$ cat src/rtl/ebt_pkg.sv
// Package: register map, field layout and timing constants of the 8-bit timer control block
package ebt_pkg;
  // ==========================================================================
  // Register byte addresses
  localparam logic [7:0] ADDR_TIMER_CONTROL = 8'h00;
  localparam logic [7:0] ADDR_SERIAL_CONFIG = 8'h04;
  localparam logic [7:0] ADDR_COUNTER       = 8'h08;
  localparam logic [7:0] ADDR_CONST_A       = 8'h0C;
  localparam logic [7:0] ADDR_CONST_B       = 8'h10;
  localparam logic [7:0] ADDR_STATUS        = 8'h14;
  localparam logic [7:0] ADDR_IRQ_MASK      = 8'h18;
  // ==========================================================================
  // Field positions in timer_control
  localparam int CKS_LSB         = 0;
  localparam int CKS_MSB         = 2;
  localparam int CCLR_LSB        = 3;
  localparam int CCLR_MSB        = 4;
  localparam int OVERFLOW_EN_BIT = 5;
  localparam int MATCH_A_EN_BIT  = 6;
  localparam int MATCH_B_EN_BIT  = 7;
  // Field positions in status, mask and serial_timer_config
  localparam int FLAG_WRAP = 5;
  localparam int FLAG_CMA  = 6;
  localparam int FLAG_CMB  = 7;
  localparam int ICKS_LSB  = 0;
  localparam int ICKS_MSB  = 1;
  // ==========================================================================
  // Reset values and counter maximum
  localparam logic [7:0] CTRL_RESET  = 8'h00;
  localparam logic [7:0] CONST_RESET = 8'hFF;
  localparam logic [7:0] CNT_RESET   = 8'h00;
  localparam logic [7:0] CNT_MAX     = 8'hFF;
  // ==========================================================================
  // Clock select codes
  localparam logic [2:0] CKS_OFF0  = 3'h0;
  localparam logic [2:0] CKS_INT   = 3'h1;
  localparam logic [2:0] CKS_DIV2  = 3'h2;
  localparam logic [2:0] CKS_DIV512 = 3'h3;
  localparam logic [2:0] CKS_OFF1  = 3'h4;
  localparam logic [2:0] CKS_EXT_R = 3'h5;
  localparam logic [2:0] CKS_EXT_F = 3'h6;
  localparam logic [2:0] CKS_EXT_B = 3'h7;
  // Clear select codes
  localparam logic [1:0] CCLR_NONE = 2'h0;
  localparam logic [1:0] CCLR_CMA  = 2'h1;
  localparam logic [1:0] CCLR_CMB  = 2'h2;
  localparam logic [1:0] CCLR_EXT  = 2'h3;
  // ==========================================================================
  // Prescaler: internal divide-by-8, 64, 128 or 1024 for code 001 per input clock select
  localparam int PRESC_W = 10;
  localparam int DIV2_BIT   = 0;
  localparam int DIV512_BIT = 8;
  localparam int INT_BIT_L0 = 2;
  localparam int INT_BIT_L1 = 5;
  localparam int INT_BIT_H0 = 6;
  localparam int INT_BIT_H1 = 9;
  // AXI responses
  localparam logic [1:0] RESP_OKAY   = 2'h0;
  localparam logic [1:0] RESP_SLVERR = 2'h2;
endpackage : ebt_pkg

$ cat src/rtl/ebt_timer.sv
// Module: 8-bit timer channel control with AXI4-Lite register slave
`timescale 1ns/1ns
`default_nettype none

module ebt_timer (
  // Clock and reset
  input  wire logic        aclk,
  input  wire logic        aresetn,
  // Write address channel
  input  wire logic [7:0]  s_axi_awaddr,
  input  wire logic        s_axi_awvalid,
  output var  logic        s_axi_awready,
  // Write data channel
  input  wire logic [31:0] s_axi_wdata,
  input  wire logic [3:0]  s_axi_wstrb,
  input  wire logic        s_axi_wvalid,
  output var  logic        s_axi_wready,
  // Write response channel
  output var  logic [1:0]  s_axi_bresp,
  output var  logic        s_axi_bvalid,
  input  wire logic        s_axi_bready,
  // Read address channel
  input  wire logic [7:0]  s_axi_araddr,
  input  wire logic        s_axi_arvalid,
  output var  logic        s_axi_arready,
  // Read data channel
  output var  logic [31:0] s_axi_rdata,
  output var  logic [1:0]  s_axi_rresp,
  output var  logic        s_axi_rvalid,
  input  wire logic        s_axi_rready,
  // Pins
  input  wire logic        ext_clock_pin,
  input  wire logic        ext_reset_pin,
  // Interrupt and per-source requests
  output var  logic        irq,
  output var  logic        overflow_request,
  output var  logic        match_a_request,
  output var  logic        match_b_request
);
  // ==========================================================================
  // Registers
  logic [7:0] timer_control_reg;
  logic [7:0] serial_timer_config_reg;
  logic [7:0] eight_bit_counter_reg;
  logic [7:0] time_constant_a_reg;
  logic [7:0] time_constant_b_reg;
  logic [7:0] status_reg;
  logic [7:0] irq_mask_reg;
  logic [7:0] flag_seen_reg;
  logic [ebt_pkg::PRESC_W-1:0] presc_reg;
  logic [ebt_pkg::PRESC_W-1:0] presc_prev_reg;
  logic [1:0] ext_clk_sync_reg;
  logic [1:0] ext_rst_sync_reg;
  logic       ext_clk_prev_reg;
  logic       ext_rst_prev_reg;

  // Bus state
  logic [7:0]  awaddr_reg;
  logic        aw_held_reg;
  logic [31:0] wdata_reg;
  logic [3:0]  wstrb_reg;
  logic        w_held_reg;

  // Field views
  logic [2:0] clock_select;
  logic [1:0] clear_select;
  logic [1:0] input_clock_sel;
  assign clock_select    = timer_control_reg[ebt_pkg::CKS_MSB:ebt_pkg::CKS_LSB];
  assign clear_select    = timer_control_reg[ebt_pkg::CCLR_MSB:ebt_pkg::CCLR_LSB];
  assign input_clock_sel = serial_timer_config_reg[ebt_pkg::ICKS_MSB:ebt_pkg::ICKS_LSB];

  // Falling edge of one prescaler tap
  function automatic logic tap_fall(input logic [ebt_pkg::PRESC_W-1:0] prev,
                                    input logic [ebt_pkg::PRESC_W-1:0] cur,
                                    input int unsigned idx);
    tap_fall = prev[idx] & ~cur[idx];
  endfunction : tap_fall

  // ==========================================================================
  // Pin synchronisers and edge detection
  always_ff @(posedge aclk) begin
    if (!aresetn) begin
      ext_clk_sync_reg <= 2'h0;
      ext_rst_sync_reg <= 2'h0;
      ext_clk_prev_reg <= 1'b0;
      ext_rst_prev_reg <= 1'b0;
    end else begin
      ext_clk_sync_reg <= {ext_clk_sync_reg[0], ext_clock_pin};
      ext_rst_sync_reg <= {ext_rst_sync_reg[0], ext_reset_pin};
      ext_clk_prev_reg <= ext_clk_sync_reg[1];
      ext_rst_prev_reg <= ext_rst_sync_reg[1];
    end
  end

  logic ext_rise;
  logic ext_fall;
  logic ext_rst_rise;
  assign ext_rise     = ext_clk_sync_reg[1] & ~ext_clk_prev_reg;
  assign ext_fall     = ~ext_clk_sync_reg[1] & ext_clk_prev_reg;
  assign ext_rst_rise = ext_rst_sync_reg[1] & ~ext_rst_prev_reg;

  // Free-running prescaler of the peripheral clock
  always_ff @(posedge aclk) begin
    if (!aresetn) begin
      presc_reg      <= '0;
      presc_prev_reg <= '0;
    end else begin
      presc_reg      <= presc_reg + 1'b1;
      presc_prev_reg <= presc_reg;
    end
  end

  // Internal tap for code 001, chosen by the input clock select bits
  logic int_tick;
  always_comb begin
    unique case (input_clock_sel)
      2'h0:    int_tick = tap_fall(presc_prev_reg, presc_reg, ebt_pkg::INT_BIT_L0);
      2'h1:    int_tick = tap_fall(presc_prev_reg, presc_reg, ebt_pkg::INT_BIT_L1);
      2'h2:    int_tick = tap_fall(presc_prev_reg, presc_reg, ebt_pkg::INT_BIT_H0);
      default: int_tick = tap_fall(presc_prev_reg, presc_reg, ebt_pkg::INT_BIT_H1);
    endcase
  end

  // Count enable from the selected source
  logic count_tick;
  always_comb begin
    unique case (clock_select)
      ebt_pkg::CKS_OFF0, ebt_pkg::CKS_OFF1: count_tick = 1'b0;
      ebt_pkg::CKS_INT:    count_tick = int_tick;
      ebt_pkg::CKS_DIV2:   count_tick = tap_fall(presc_prev_reg, presc_reg,
                                                 ebt_pkg::DIV2_BIT);
      ebt_pkg::CKS_DIV512: count_tick = tap_fall(presc_prev_reg, presc_reg,
                                                 ebt_pkg::DIV512_BIT);
      ebt_pkg::CKS_EXT_R:  count_tick = ext_rise;
      ebt_pkg::CKS_EXT_F:  count_tick = ext_fall;
      default:             count_tick = ext_rise | ext_fall;
    endcase
  end

  // Compare and clear conditions
  logic match_a;
  logic match_b;
  logic do_clear;
  logic wrap;
  assign match_a = (eight_bit_counter_reg == time_constant_a_reg);
  assign match_b = (eight_bit_counter_reg == time_constant_b_reg);
  assign wrap    = count_tick & (eight_bit_counter_reg == ebt_pkg::CNT_MAX);
  always_comb begin
    unique case (clear_select)
      ebt_pkg::CCLR_NONE: do_clear = 1'b0;
      ebt_pkg::CCLR_CMA:  do_clear = match_a;
      ebt_pkg::CCLR_CMB:  do_clear = match_b;
      default:            do_clear = ext_rst_rise;
    endcase
  end

  // ==========================================================================
  // AXI4-Lite write path
  logic wr_fire;
  logic wr_ok;
  logic rd_fire;
  logic [7:0] wbyte;
  assign wr_fire = aw_held_reg & w_held_reg & ~s_axi_bvalid;
  assign wr_ok   = wr_fire & wstrb_reg[0];
  assign wbyte   = wdata_reg[7:0];
  assign rd_fire = s_axi_arvalid & s_axi_arready;

  // Address and data capture in either order
  always_ff @(posedge aclk) begin
    if (!aresetn) begin
      aw_held_reg   <= 1'b0;
      w_held_reg    <= 1'b0;
      awaddr_reg    <= 8'h00;
      wdata_reg     <= 32'h0000_0000;
      wstrb_reg     <= 4'h0;
      s_axi_awready <= 1'b1;
      s_axi_wready  <= 1'b1;
    end else begin
      if (s_axi_awvalid && s_axi_awready) begin
        aw_held_reg   <= 1'b1;
        awaddr_reg    <= s_axi_awaddr;
        s_axi_awready <= 1'b0;
      end else if (wr_fire) begin
        aw_held_reg   <= 1'b0;
      end
      if (s_axi_wvalid && s_axi_wready) begin
        w_held_reg   <= 1'b1;
        wdata_reg    <= s_axi_wdata;
        wstrb_reg    <= s_axi_wstrb;
        s_axi_wready <= 1'b0;
      end else if (wr_fire) begin
        w_held_reg   <= 1'b0;
      end
      if (s_axi_bvalid && s_axi_bready) begin
        s_axi_awready <= 1'b1;
        s_axi_wready  <= 1'b1;
      end
    end
  end

  // Write response
  always_ff @(posedge aclk) begin
    if (!aresetn) begin
      s_axi_bvalid <= 1'b0;
      s_axi_bresp  <= ebt_pkg::RESP_OKAY;
    end else if (wr_fire) begin
      s_axi_bvalid <= 1'b1;
      unique case (awaddr_reg)
        ebt_pkg::ADDR_TIMER_CONTROL, ebt_pkg::ADDR_SERIAL_CONFIG, ebt_pkg::ADDR_COUNTER,
        ebt_pkg::ADDR_CONST_A, ebt_pkg::ADDR_CONST_B, ebt_pkg::ADDR_STATUS,
        ebt_pkg::ADDR_IRQ_MASK: s_axi_bresp <= ebt_pkg::RESP_OKAY;
        default:                s_axi_bresp <= ebt_pkg::RESP_SLVERR;
      endcase
    end else if (s_axi_bready) begin
      s_axi_bvalid <= 1'b0;
    end
  end

  // Control and constant registers
  always_ff @(posedge aclk) begin
    if (!aresetn) begin
      timer_control_reg       <= ebt_pkg::CTRL_RESET;
      serial_timer_config_reg <= ebt_pkg::CTRL_RESET;
      time_constant_a_reg     <= ebt_pkg::CONST_RESET;
      time_constant_b_reg     <= ebt_pkg::CONST_RESET;
      irq_mask_reg            <= ebt_pkg::CTRL_RESET;
    end else if (wr_ok) begin
      if (awaddr_reg == ebt_pkg::ADDR_TIMER_CONTROL) timer_control_reg <= wbyte;
      if (awaddr_reg == ebt_pkg::ADDR_SERIAL_CONFIG) serial_timer_config_reg <= wbyte;
      if (awaddr_reg == ebt_pkg::ADDR_CONST_A) time_constant_a_reg <= wbyte;
      if (awaddr_reg == ebt_pkg::ADDR_CONST_B) time_constant_b_reg <= wbyte;
      if (awaddr_reg == ebt_pkg::ADDR_IRQ_MASK) irq_mask_reg <= wbyte;
    end
  end

  // Counter: clear wins over increment, software write lowest
  always_ff @(posedge aclk) begin
    if (!aresetn) begin
      eight_bit_counter_reg <= ebt_pkg::CNT_RESET;
    end else if (do_clear) begin
      eight_bit_counter_reg <= ebt_pkg::CNT_RESET;
    end else if (count_tick) begin
      eight_bit_counter_reg <= eight_bit_counter_reg + 8'h01;
    end else if (wr_ok && awaddr_reg == ebt_pkg::ADDR_COUNTER) begin
      eight_bit_counter_reg <= wbyte;
    end
  end

  // ==========================================================================
  // Status flags: set wins; a status read clears all flags, as does a written zero after a read as one
  logic [7:0] flag_set;
  logic       st_wr;
  logic       st_rd;
  assign flag_set = {match_b, match_a, wrap, 5'h00};
  assign st_wr    = wr_ok & (awaddr_reg == ebt_pkg::ADDR_STATUS);
  assign st_rd    = rd_fire & (s_axi_araddr == ebt_pkg::ADDR_STATUS);

  always_ff @(posedge aclk) begin
    if (!aresetn) begin
      status_reg    <= 8'h00;
      flag_seen_reg <= 8'h00;
    end else begin
      // Clear by read: read hands back the flags then drops them
      status_reg <= flag_set | (status_reg & ~(st_rd ? status_reg : 8'h00)
                    & ~(st_wr ? (flag_seen_reg & ~wbyte) : 8'h00));
      if (st_rd) begin
        flag_seen_reg <= status_reg;
      end else if (st_wr) begin
        flag_seen_reg <= 8'h00;
      end
    end
  end

  // Requests gated by the enables; irq gated by the mask
  always_ff @(posedge aclk) begin
    if (!aresetn) begin
      overflow_request <= 1'b0;
      match_a_request  <= 1'b0;
      match_b_request  <= 1'b0;
      irq              <= 1'b0;
    end else begin
      overflow_request <= status_reg[ebt_pkg::FLAG_WRAP]
                          & timer_control_reg[ebt_pkg::OVERFLOW_EN_BIT];
      match_a_request  <= status_reg[ebt_pkg::FLAG_CMA]
                          & timer_control_reg[ebt_pkg::MATCH_A_EN_BIT];
      match_b_request  <= status_reg[ebt_pkg::FLAG_CMB]
                          & timer_control_reg[ebt_pkg::MATCH_B_EN_BIT];
      irq              <= |(status_reg & irq_mask_reg);
    end
  end

  // ==========================================================================
  // AXI4-Lite read path
  logic [7:0] rd_byte;
  logic       rd_hit;
  always_comb begin
    rd_hit = 1'b1;
    unique case (s_axi_araddr)
      ebt_pkg::ADDR_TIMER_CONTROL: rd_byte = timer_control_reg;
      ebt_pkg::ADDR_SERIAL_CONFIG: rd_byte = serial_timer_config_reg;
      ebt_pkg::ADDR_COUNTER:       rd_byte = eight_bit_counter_reg;
      ebt_pkg::ADDR_CONST_A:       rd_byte = time_constant_a_reg;
      ebt_pkg::ADDR_CONST_B:       rd_byte = time_constant_b_reg;
      ebt_pkg::ADDR_STATUS:        rd_byte = status_reg;
      ebt_pkg::ADDR_IRQ_MASK:      rd_byte = irq_mask_reg;
      default: begin
        rd_byte = 8'h00;
        rd_hit  = 1'b0;
      end
    endcase
  end

  // Read answer one cycle after the address is taken
  always_ff @(posedge aclk) begin
    if (!aresetn) begin
      s_axi_arready <= 1'b1;
      s_axi_rvalid  <= 1'b0;
      s_axi_rdata   <= 32'h0000_0000;
      s_axi_rresp   <= ebt_pkg::RESP_OKAY;
    end else if (rd_fire) begin
      s_axi_arready <= 1'b0;
      s_axi_rvalid  <= 1'b1;
      s_axi_rdata   <= {24'h00_0000, rd_byte};
      s_axi_rresp   <= rd_hit ? ebt_pkg::RESP_OKAY : ebt_pkg::RESP_SLVERR;
    end else if (s_axi_rvalid && s_axi_rready) begin
      s_axi_rvalid  <= 1'b0;
      s_axi_arready <= 1'b1;
    end
  end

endmodule : ebt_timer

`default_nettype wire

$ cat config.mk
export PLATFORM = sky130hd
export DESIGN_NAME = ebt_timer
export DESIGN_NICKNAME = d
export VERILOG_FILES = /design/src/rtl/ebt_pkg.sv /design/src/rtl/ebt_timer.sv
export SDC_FILE = /design/constraint.sdc
export NUM_CORES = 1
export LEC_CHECK = 0
export ABC_AREA = 1
export ABC_CLOCK_PERIOD_IN_PS = 3900
export BUFFER_PORTS_ARGS = -buffer_cell sky130_fd_sc_hd__buf_4
export CORE_UTILIZATION = 59
export CTS_BUF_LIST = sky130_fd_sc_hd__clkbuf_8
export CTS_CLUSTER_DIAMETER = 60
export DETAILED_ROUTE_END_ITERATION = 8
export PLACE_DENSITY = 0.84
export SLEW_MARGIN = 20
export SYNTH_ARGS = -nofsm -noshare
export SYNTH_HDL_FRONTEND = slang
export SYNTH_SLANG_ARGS = --single-unit
$ cat constraint.sdc
create_clock -name aclk -period 3.9 [get_ports aclk]
set_input_delay 0.39 -clock aclk [delete_from_list [all_inputs] [get_ports aclk]]
set_output_delay 0.39 -clock aclk [all_outputs]
set_load 0.01 [all_outputs]
# Word-level counts from Yosys, hierarchy flattened
# Cells that the tools add are included.
# Widths: inputs -> output; s select.
# totals
regBits	130
latch_bits	0
ramBits	0
romBits	0
output_inout_bits	45
wordCells	146
mem_count	0
# op_classes
addsub	2
n_mul	0
n_div	0
magnitude_cmp	0
n_eq_ne	25
n_shift	0
muxes	22
bitwise	39
n_reduce_logical	27
# op_table
operator	n
$pmux 8 s7	1
$eq 8x5->1 const B	6
$mux 8	6
$and 8x8->8	4
$eq 8x4->1 const B	4
$not 8->8	3
$and 1x1->1	19
$eq 8x3->1 const B	2
$eq 8x8->1	2
$logic_not 8->1	2
$reduce_or 7->1	2
$reduce_bool 2->1	6
$not 1->1	11
$add 10x1->10 const B	1
$mux 1	10
$reduce_and 2->1	5
$eq 3x3->1 const B	3
$add 8x1->8 const B	1
$eq 8x8->1 const B	1
$or 8x8->8	1
$reduce_or 8->1	1
$eq 3x2->1 const B	2
$pmux 1 s3	2
$pmux 1 s6	1
other kinds (9)	19

# Logic depth before layout (Yosys ltp)
# Gate-level depths: netlist of run 1.
# logic_depth
ltp_word	8
mapped_depth	10
depth_no_buf	10

# Worst setup path after synthesis of run 1
# OpenSTA, ideal clock, no wires.
# synth_path
path_kind	reg-to-reg
from	register ext_clk_sync_reg[1]
to	register eight_bit_counter_reg[7]
t_arrival_ps	1457
slack_ps	2369
stages_incl_launch_ff	9
cell_sequence	dfxtp_1 -> inv_1 -> ha_1 -> o2111ai_4 -> nand2_2 -> buf_4 -> nand2_1 -> nand2_1 -> a21oi_1
# synth_between
elab_chain_cells	5
word_cells_on_any_way	7
classes_between	mux: 2; bitwise: 4; reduce/logical: 1
# synth_rtl
element	line_no	rtl
start: declaration	ebt_timer.sv:52	logic [1:0] ext_clk_sync_reg;
start signal: assignment	ebt_timer.sv:88	ext_clk_sync_reg <= {ext_clk_sync_reg[0], ext_clock_pin};
$not 1->1	ebt_timer.sv:99	assign ext_fall = ~ext_clk_sync_reg[1] & ext_clk_prev_reg;
$and 1x1->1	ebt_timer.sv:99	
$or 1x1->1	ebt_timer.sv:136	default: count_tick = ext_rise | ext_fall;
$pmux 1 s6 (*)	ebt_timer.sv:127	unique case (clock_select)
$mux 8 / $reduce_bool 2->1 (equally long branches)	--	
end signal: assignment	ebt_timer.sv:241	eight_bit_counter_reg <= ebt_pkg::CNT_RESET;
end signal: assignment	ebt_timer.sv:243	eight_bit_counter_reg <= eight_bit_counter_reg + 8'h01;
end signal: assignment	ebt_timer.sv:245	eight_bit_counter_reg <= wbyte;
end: declaration	ebt_timer.sv:44	logic [7:0] eight_bit_counter_reg;
# Mark *: on every way between the ends. The rest lies on a longest branch, timed or not.
# A chain may end at the register's enable or synchronous reset.

# Worst setup path after layout of run 1
# layout_path
from	register ext_clk_sync_reg[1]
to	register eight_bit_counter_reg[2]
# Same word-level chain as after synthesis.

==> metrics, run 1 <==
layout cells sized above 1 12.5%; setup bufs post-CTS 0; Avg Cell Area, Syn 7.26 um^2; RSZ-0062 raised after global routing no; period utilization 48.4%; I/O pin total about 110; Seq pwr share 49.6%; sw power 671 uW; DR DRC count 0; Sw Share 25.3%; Syn. warnings 0; LEAKAGE 0.00286 uW; Post-Place Cells 963; worst flop-to-flop path startpoint ext_clk_sync_reg[1]; gr ovfl total 0; total CTS buffers 17; fin cells 995; DRT iter0 DRCs 377; clock slew at reported path FFs about 0.070 ns; pin count of the biggest net entering global routing 58; top cell type by total area after synthesis dfxtp_1; dpl hpwl a little under 10000 um; main flop type after synthesis dfxtp_1; # hold bufs at CTS 0; Cell Pwr Density around 400 nW/um^2; Reg-to-Reg End eight_bit_counter_reg[2]; Seq/Total Area, Yosys 42.2%; gpl congestion 0.889; Post-DRT Antenna Nets 0; row count 36; critical path capture point type flip-flop; drt wl/cell 13.9 um; max FFs per register 10; Antenna Diode Count 0; nets 914; Buffers on Ports 52; Syn Inst Count a little over 800; Worst Hold Endpoint ext_clk_sync_reg[0]; Syn Std Cell Area approximately 6000 um^2; CTS H-tree lvls 4; routed wire length 13900 um; Fillers 834; CTS tree built; status completed; HP Class input port to flip-flop; clock latency on the worst-skew pair around 0.44 ns; clock share of power 43.3%; flops & latches, synth about 120; critical path type flip-flop to flip-flop; Setup Viol. Count Final 0; Initial Util a little over 60%; final max-slew violation count 0; Hold Path Cell Cnt 3; Die X-Extent 102 um; Post-synth EDFFs 0; Worst Setup SP ext_clk_sync_reg[1]; max cap viols 0; Logic pwr share 7.1%; Total Die Area between 10000 and 15000 um^2; Max Freq approximately 530 MHz; maximum root-to-sink buffer count 2; Worst R2R Path Depth 7; slew margin rel. 33.8%; core area 9730 um^2; R2R Setup Slk 2.01 ns; arrival time worst endpoint about 2.2 ns; initial antenna violation count 0; via count about 5400; ranking of synthesized cells by area dfxtp_1, nand2_1, nand3_1, nor2_1, inv_1; first-pass GRT wire length 23100 um; clock sink count approximately 120; Async SR Flop Fraction 0%; Area Overhead vs Synth 11.9%; top-area cell type share of the netlist area 42.2%; die height 102 um; synth unique cells 42; Crit path required time 4.24 ns; DR pass1 iterations 5; Via density 5.48; worst vdd ir ~0.27 mV; Hold Startpoint ext_clock_pin; worst-path maximum fanout 16; post-layout min period 1.89 ns; number of global-route vias before repair 5103; Int Power a little under 2000 uW; Root Buffer clkbuf_8; Max Clock Skew about 0.012 ns; Tot GR Track Use roughly 29%; startpoint types flip-flop; setup_tns 0 ns; worst-margin pin slew 0.992 ns; # resized after CTS 0; Fin. Hold Viols 0
[cell families (layout without fill, tap and decap cells)]
logic type / count (synthesis) / count (layout) / synth area share [%]
adders and majority gates: 4 / 4 / 0.851
DFF: 124 / 124 / 42.2
other: 1 / 26 / 0.0638
and+or+nand+nor: 403 / 403 / 29.6
xor gates and xnor gates: 17 / 17 / 2.53
buffers and inverters: 132 / 159 / 10.9
AOI/OAI and AO/OA: 129 / 129 / 13.8
[cells in the mapped netlist (6+ instances only)]
library cell and count:
nor3_1 6, nand3_1 77, buf_2 7, clkbuf_1 15
o211ai_1 17, inv_1 71, nand2_1 205, nor2_1 91
a211oi_1 20, a21oi_1 51, xnor2_1 14, buf_4 30
o21ai_0 25, dfxtp_1 124
[worst max-delay path by stage]
| stage | end | slack, ns |
|---|---|---|
| after global routing | irq_mask_reg[0] | 1.88 |
| after CTS | eight_bit_counter_reg[2] | 2.01 |
| final | eight_bit_counter_reg[2] | 2.01 |
| after detailed placement | s_axi_rdata[0] | 1.69 |
| after floorplan | eight_bit_counter_reg[7] | 2.37 |
| after global placement | s_axi_rdata[1] | 1.75 |
[stage by stage]
stage                     total power, uW  cell area [um^2]  hold slack [ns]  util, %  setup slack [ns]
after global placement               1530              6170            0.394     63.4              1.75
final                                2660              6580            0.123     67.6              2.01
after floorplan                      1480              5970            0.390        -              2.37
after detailed placement             1530              6170            0.397     63.4              1.69
after global routing                 2760              6580            0.130     67.6              1.88
after CTS                            2670              6580            0.107     67.6              2.01
[power groups by stage]
stage / clock network [uW] / registers [uW] / logic (uW)
after floorplan: 0 / 1340 / 141
after global placement: 0 / 1340 / 181
after detailed placement: 0 / 1350 / 187
after CTS: 1160 / 1320 / 188
after global routing: 1220 / 1320 / 213
final: 1150 / 1320 / 190
[final cells by class]
cell class | instances | area (um^2) | area share, %
multi-input cells | 579 | 2850 | 43.3
flip-flops and latches | 124 | 2480 | 37.7
repair buffers | 52 | 390 | 5.93
inverters | 75 | 282 | 4.28
clock buffers | 17 | 234 | 3.56
clock inverters | 15 | 176 | 2.68
well taps | 133 | 166 | 2.53
[layout by cell type, fill, tap and decap left out, types with 3 or more instances in the layout]
cell type	count
a31oi_1	5
a211oi_1	20
clkbuf_8	17
o211ai_1	17
clkinv_2	3
buf_4	52
nor2_4	5
xnor2_1	14
clkinv_4	6
conb_1	26
ha_1	4
inv_1	72
o21ai_0	25
inv_2	3
a21oi_1	51
xor2_1	3
nor2_2	5
nand4_1	4
a211oi_2	4
nor2_1	91
dfxtp_1	124
nand2_1	205
bufinv_16	3
nand3_1	77
nor3_1	6
[critical path, cell delays in order (launching register included)]
cell and delay (ns):
dfxtp_1 0.35, inv_1 0.05, ha_1 0.34, o2111ai_4 0.37, nand2_2 0.28, nand2_1 0.12
nand2_1 0.07, a21oi_1 0.20
[per-layer routing]
metal	up-vias	part of all wire [%]	track usage, %
met3	56	6.7	6.09
met1	2463	41	33.9
met2	254	48	48.4
li1	2676	-	-
met4	0	4.6	18.4
met5	-	0	0
No activity file was read; power rests on OpenSTA's default activity.
==> run 2: changes to the inputs <==
- ABC_CLOCK_PERIOD_IN_PS: 3900 -> 1800
- CORE_UTILIZATION: 59 -> 58
- PLACE_DENSITY: 0.84 -> 0.83
- clock period: 3.9 -> 1.8 ns (I/O delays scaled with it)
==> metrics, run 2 (synthesized netlist as in run 1, its figures left out) <==
total CTS buffers 17 (unchanged); layout cells sized above 1 14.0% (+1.5 points); max FFs per register 10 (unchanged); initial antenna violation count 0 (unchanged); critical path type flip-flop to flip-flop; Initial Util 59.9% (-0.55 points); DR DRC count 0 (unchanged); gpl congestion 0.933 (+4.9%); Post-DRT Antenna Nets 0 (unchanged); Worst R2R Path Depth 6 (-1); CTS H-tree lvls 4 (unchanged); setup bufs post-CTS 0 (unchanged); Max Freq 603 MHz (+14%); fin cells 1017 (+2.2%); Buffers on Ports 52 (unchanged); worst vdd ir 0.637 mV (+130%); Reg-to-Reg End eight_bit_counter_reg[3]; worst-margin pin slew 0.569 ns (-0.423 ns); Hold Startpoint s_axi_rready; gr ovfl total 0 (unchanged); R2R Setup Slk 0.14 ns (-1.87 ns); startpoint types flip-flop; Setup Viol. Count Final 0 (unchanged); Max Clock Skew 0.0139 ns (+0.00199 ns); Die X-Extent 103 um (+0.84%); Crit path required time 2.11 ns (-2.13 ns); Cell Pwr Density 889 nW/um^2 (+120%); DRT iter0 DRCs 486 (+29%); max cap viols 0 (unchanged); I/O pin total 106 (unchanged); LEAKAGE 0.00299 uW (+4.5%); dpl hpwl 10100 um (+4.1%); post-layout min period 1.66 ns (-0.230 ns); maximum root-to-sink buffer count 2 (unchanged); status completed; core area 9820 um^2 (+0.93%); area taken by flip-flops and latches 2480 um^2 (unchanged); final max-slew violation count 0 (unchanged); Antenna Diode Count 0 (unchanged); row count 36 (unchanged); Total Die Area 10500 um^2 (+1.7%); slew margin rel. 61.9% (+28 points); pin count of the biggest net entering global routing 50 (-14%); CTS tree built; arrival time worst endpoint 1.97 ns (-0.26 ns); Via density 5.48 (about the same); die height 103 um (+0.84%); setup_tns 0 ns (unchanged); leading cell type in the layout, fill and taps excluded nand2_1; clock latency on the worst-skew pair 0.45 ns (about the same); via count 5571 (+2.2%); period utilization 92.2% (+44 points); critical path capture point type flip-flop; Worst Hold Endpoint s_axi_rvalid; HP Class input port to flip-flop; Hold Path Cell Cnt 4 (+1); Tot GR Track Use 29.5% (+0.58 points); Area Overhead vs Synth 15.9%; most frequent cells in the layout nand2_1, dfxtp_1, nor2_1; clock slew at reported path FFs 0.07 ns (about the same); routed wire length 14400 um (+4.1%); Fin. Hold Viols 0 (unchanged); clock sink count 124 (unchanged); Fillers 783 (-6.1%); multi-input logic area 2850 um^2 (unchanged); worst-path maximum fanout 8 (-8); Post-Place Cells 979 (+1.7%); RSZ-0062 raised after global routing no; number of global-route vias before repair 5201 (+1.9%); DR pass1 iterations 8 (+3); Root Buffer clkbuf_8; nets 936 (+2.4%); worst flop-to-flop path startpoint eight_bit_counter_reg[2]; drt wl/cell 14.2 um (+1.9%); first-pass GRT wire length 23800 um (+3.2%)
==> run 2: through the flow <==
step	total power [uW]	setup slack, ns	util, %	hold slack, ns	cell area [um^2]
floorplan	3220	0.269	-	0.278	5970
global placement	3330	0.246	64.2	0.361	6300
detailed placement	3350	0.206	64.2	0.365	6300
CTS	6040	0.167	69.2	0.00374	6800
global route	6250	0.00459	69.4	0.000883	6810
finish	6050	0.141	69.4	0.000948	6810
==> run 2: worst max path at each step <==
stage | startpoint | to
CTS | awaddr_reg[0] | timer_control_reg[4]
finish | eight_bit_counter_reg[2] | eight_bit_counter_reg[3]
detailed placement | ext_clk_sync_reg[1] | status_reg[5]
floorplan | ext_clk_sync_reg[1] | eight_bit_counter_reg[7]
global placement | eight_bit_counter_reg[3] | eight_bit_counter_reg[5]
global route | aw_held_reg | eight_bit_counter_reg[3]
==> run 2: repair_timing <==
item / CTS / global route
endpoints found under the setup margin: 0 / 2
hold buffers: 5 / 1
gates resized for setup: 0 / 1
endpoints found under the hold margin: 6 / 1
==> run 2: critical path, stage by stage (launching register included) <==
cell and delay (ns):
dfxtp_1 0.59, xnor2_1 0.18, nand2_1 0.08, nor2_1 0.18, nand3_1 0.11, nand4_1 0.32
a21oi_1 0.08
==> run 2: layout make-up <==
| class | count | share of cell area [%] |
|---|---|---|
| Multi-Input combinational cell | 579 | 41.8 |
| Sequential cell | 124 | 36.5 |
| Timing Repair Buffer | 74 | 8.62 |
| Inverter | 75 | 4.13 |
| Clock buffer | 17 | 3.44 |
| Clock inverter | 15 | 3.09 |
| Tap cell | 133 | 2.44 |
==> run 2: where the power goes <==
group / internal (uW) / switching, uW
sequential: 2810 / 45.3
clock: 1540 / 1210
combinational: 151 / 300
==> run 2: per-layer routing <==
layer | global-route usage (%) | share of wire, % | vias to the layer above
met4 | 19.5 | 5.4 | 0
met3 | 5.76 | 7.0 | 71
li1 | - | - | 2713
met5 | 0 | 0 | -
met2 | 49.1 | 47 | 280
met1 | 34.7 | 41 | 2507
==> run 3: changes to the inputs <==
- CORE_ASPECT_RATIO: unset -> 1.5
==> metrics, run 3 (synthesized netlist as in run 1, its figures left out) <==
setup_tns 0 ns (unchanged); Antenna Diode Count 0 (unchanged); gpl congestion 0.948 (+1.6%); hold slack 0.0109 ns (+0.00993 ns); I/O pin total 106 (unchanged); max cap viols 0 (unchanged); Initial Util 60.3% (+0.46 points); Root Buffer clkbuf_8; failing checks DRC; Fin. Hold Viols 0 (unchanged); routed wire length 14700 um (+1.7%); maximum root-to-sink buffer count 2 (unchanged); number of global-route vias before repair 5352 (+2.9%); critical path type flip-flop to flip-flop; DR pass1 iterations 7 (-1); HP Class input port to flip-flop; clock latency on the worst-skew pair 0.45 ns (about the same); clock slew at reported path FFs 0.07 ns (about the same); row count 44 (+22%); Power Total 5840 uW (-3.5%); nets 940 (+0.43%); layout cells sized above 1 14.2% (+0.16 points); Buffers on Ports 52 (unchanged); met3 GRT Util 8.91% (+3.1 points); worst-path maximum fanout 8 (unchanged); pin count of the biggest net entering global routing 36 (-28%); total CTS buffers 17 (unchanged); period utilization 93.8% (+1.7 points); startpoint types flip-flop; critical path capture point type flip-flop; final core utilization 69.8% (+0.44 points); max FFs per register 10 (unchanged); LEAKAGE 0.00302 uW (+0.92%); Post-DRT Antenna Nets 0 (unchanged); worst-margin pin slew 0.558 ns (-0.0110 ns); Crit path required time 2.11 ns (about the same); global routing usage on met2 51.7% (+2.6 points); Most Crowded Layer GR met2; dpl hpwl 10500 um (+4.6%); status complete, but fails checks; Cell Pwr Density 859 nW/um^2 (-3.4%); via count 5570 (-0.018%); RSZ-0062 raised after global routing no; CTS H-tree lvls 4 (unchanged); met1 usage 29.4% (-5.3 points); CTS tree built; final max-slew violation count 0 (unchanged); first-pass GRT wire length 24400 um (+2.3%); Max Clock Skew 0.00866 ns (-0.00521 ns); arrival time worst endpoint 2.00 ns (+0.03 ns); slew margin rel. 62.7% (+0.73 points); post-layout min period 1.69 ns (+0.0300 ns); drt wl/cell 14.6 um (+3.2%); Tot GR Track Use 29.6% (+0.12 points); Die X-Extent 84.2 um (-18%); Setup Viol. Count Final 0 (unchanged); most frequent cells in the layout nand2_1, dfxtp_1, nor2_1; DR DRC count 18 (+18); leading cell type in the layout, fill and taps excluded nand2_1; clock sink count 124 (unchanged); initial antenna violation count 0 (unchanged); DRT iter0 DRCs 411 (-15%); Total Die Area 10500 um^2 (about the same); core area 9740 um^2 (-0.76%); die height 125 um (+22%); worst vdd ir 0.612 mV (-3.9%); Max Freq 592 MHz (-1.8%); Via density 5.55 (+1.4%); Area Overhead vs Synth 15.7%; Fillers 795 (+1.5%); gr ovfl total 0 (unchanged)
[run 3: through the flow]
step / std cells / setup slack, ns / cell area, um^2
after CTS: 1003 / 0.123 / 6800
final: 1003 / 0.111 / 6800
after global routing: 1003 / 0.00214 / 6800
after floorplan: 835 / 0.269 / 5970
after global placement: 965 / 0.211 / 6320
after detailed placement: 965 / 0.176 / 6320
[run 3: critical path, stage by stage (launching register included)]
cell,delay [ns]
dfxtp_1,0.54
xnor2_1,0.16
nand2_1,0.06
nor2_1,0.24
nand3_1,0.13
nand4_1,0.34
a21oi_1,0.07
[run 3: layer usage]
| metal | part of all wire [%] | wire length (um) |
|---|---|---|
| met5 | 0 | 0 |
| met1 | 36 | 5250 |
| met3 | 7.1 | 1040 |
| met4 | 6.6 | 973 |
| met2 | 51 | 7420 |
[run 3: cell type report]
class                           instances  area [um^2]  area share [%]
Clock buffer                           21          289            4.25
Clock inverter                         11          125            1.84
Multi-Input combinational cell        579         2850            42.0
Timing Repair Buffer                   78          626            9.20
Inverter                               75          282            4.14
Tap cell                              115          144            2.12
Sequential cell                       124         2480            36.5
[run 3: repair_timing]
action	4_1_cts	5_1_grt
setup buffers	0	0
resized for setup	0	2
endpoints found under the setup margin	0	2
hold buffers	6	0
hold endpoints to repair	7	0
[run 3: where the power goes]
group	switching (uW)	internal [uW]
logic	299	157
registers	44.9	2810
clock network	1040	1490
total	1390	4450
[run 3: final timing paths]
path / from / end / slack, ns / cells past startpoint
setup / recovery: eight_bit_counter_reg[3] / eight_bit_counter_reg[0] / 0.11 / 6
hold / removal: s_axi_wdata[7] / wdata_reg[7] / 0.01 / 3
setup reg to reg: eight_bit_counter_reg[3] / eight_bit_counter_reg[0] / 0.11 / 6
hold reg to reg: ext_clk_sync_reg[0] / ext_clk_sync_reg[1] / 0.42 / 2
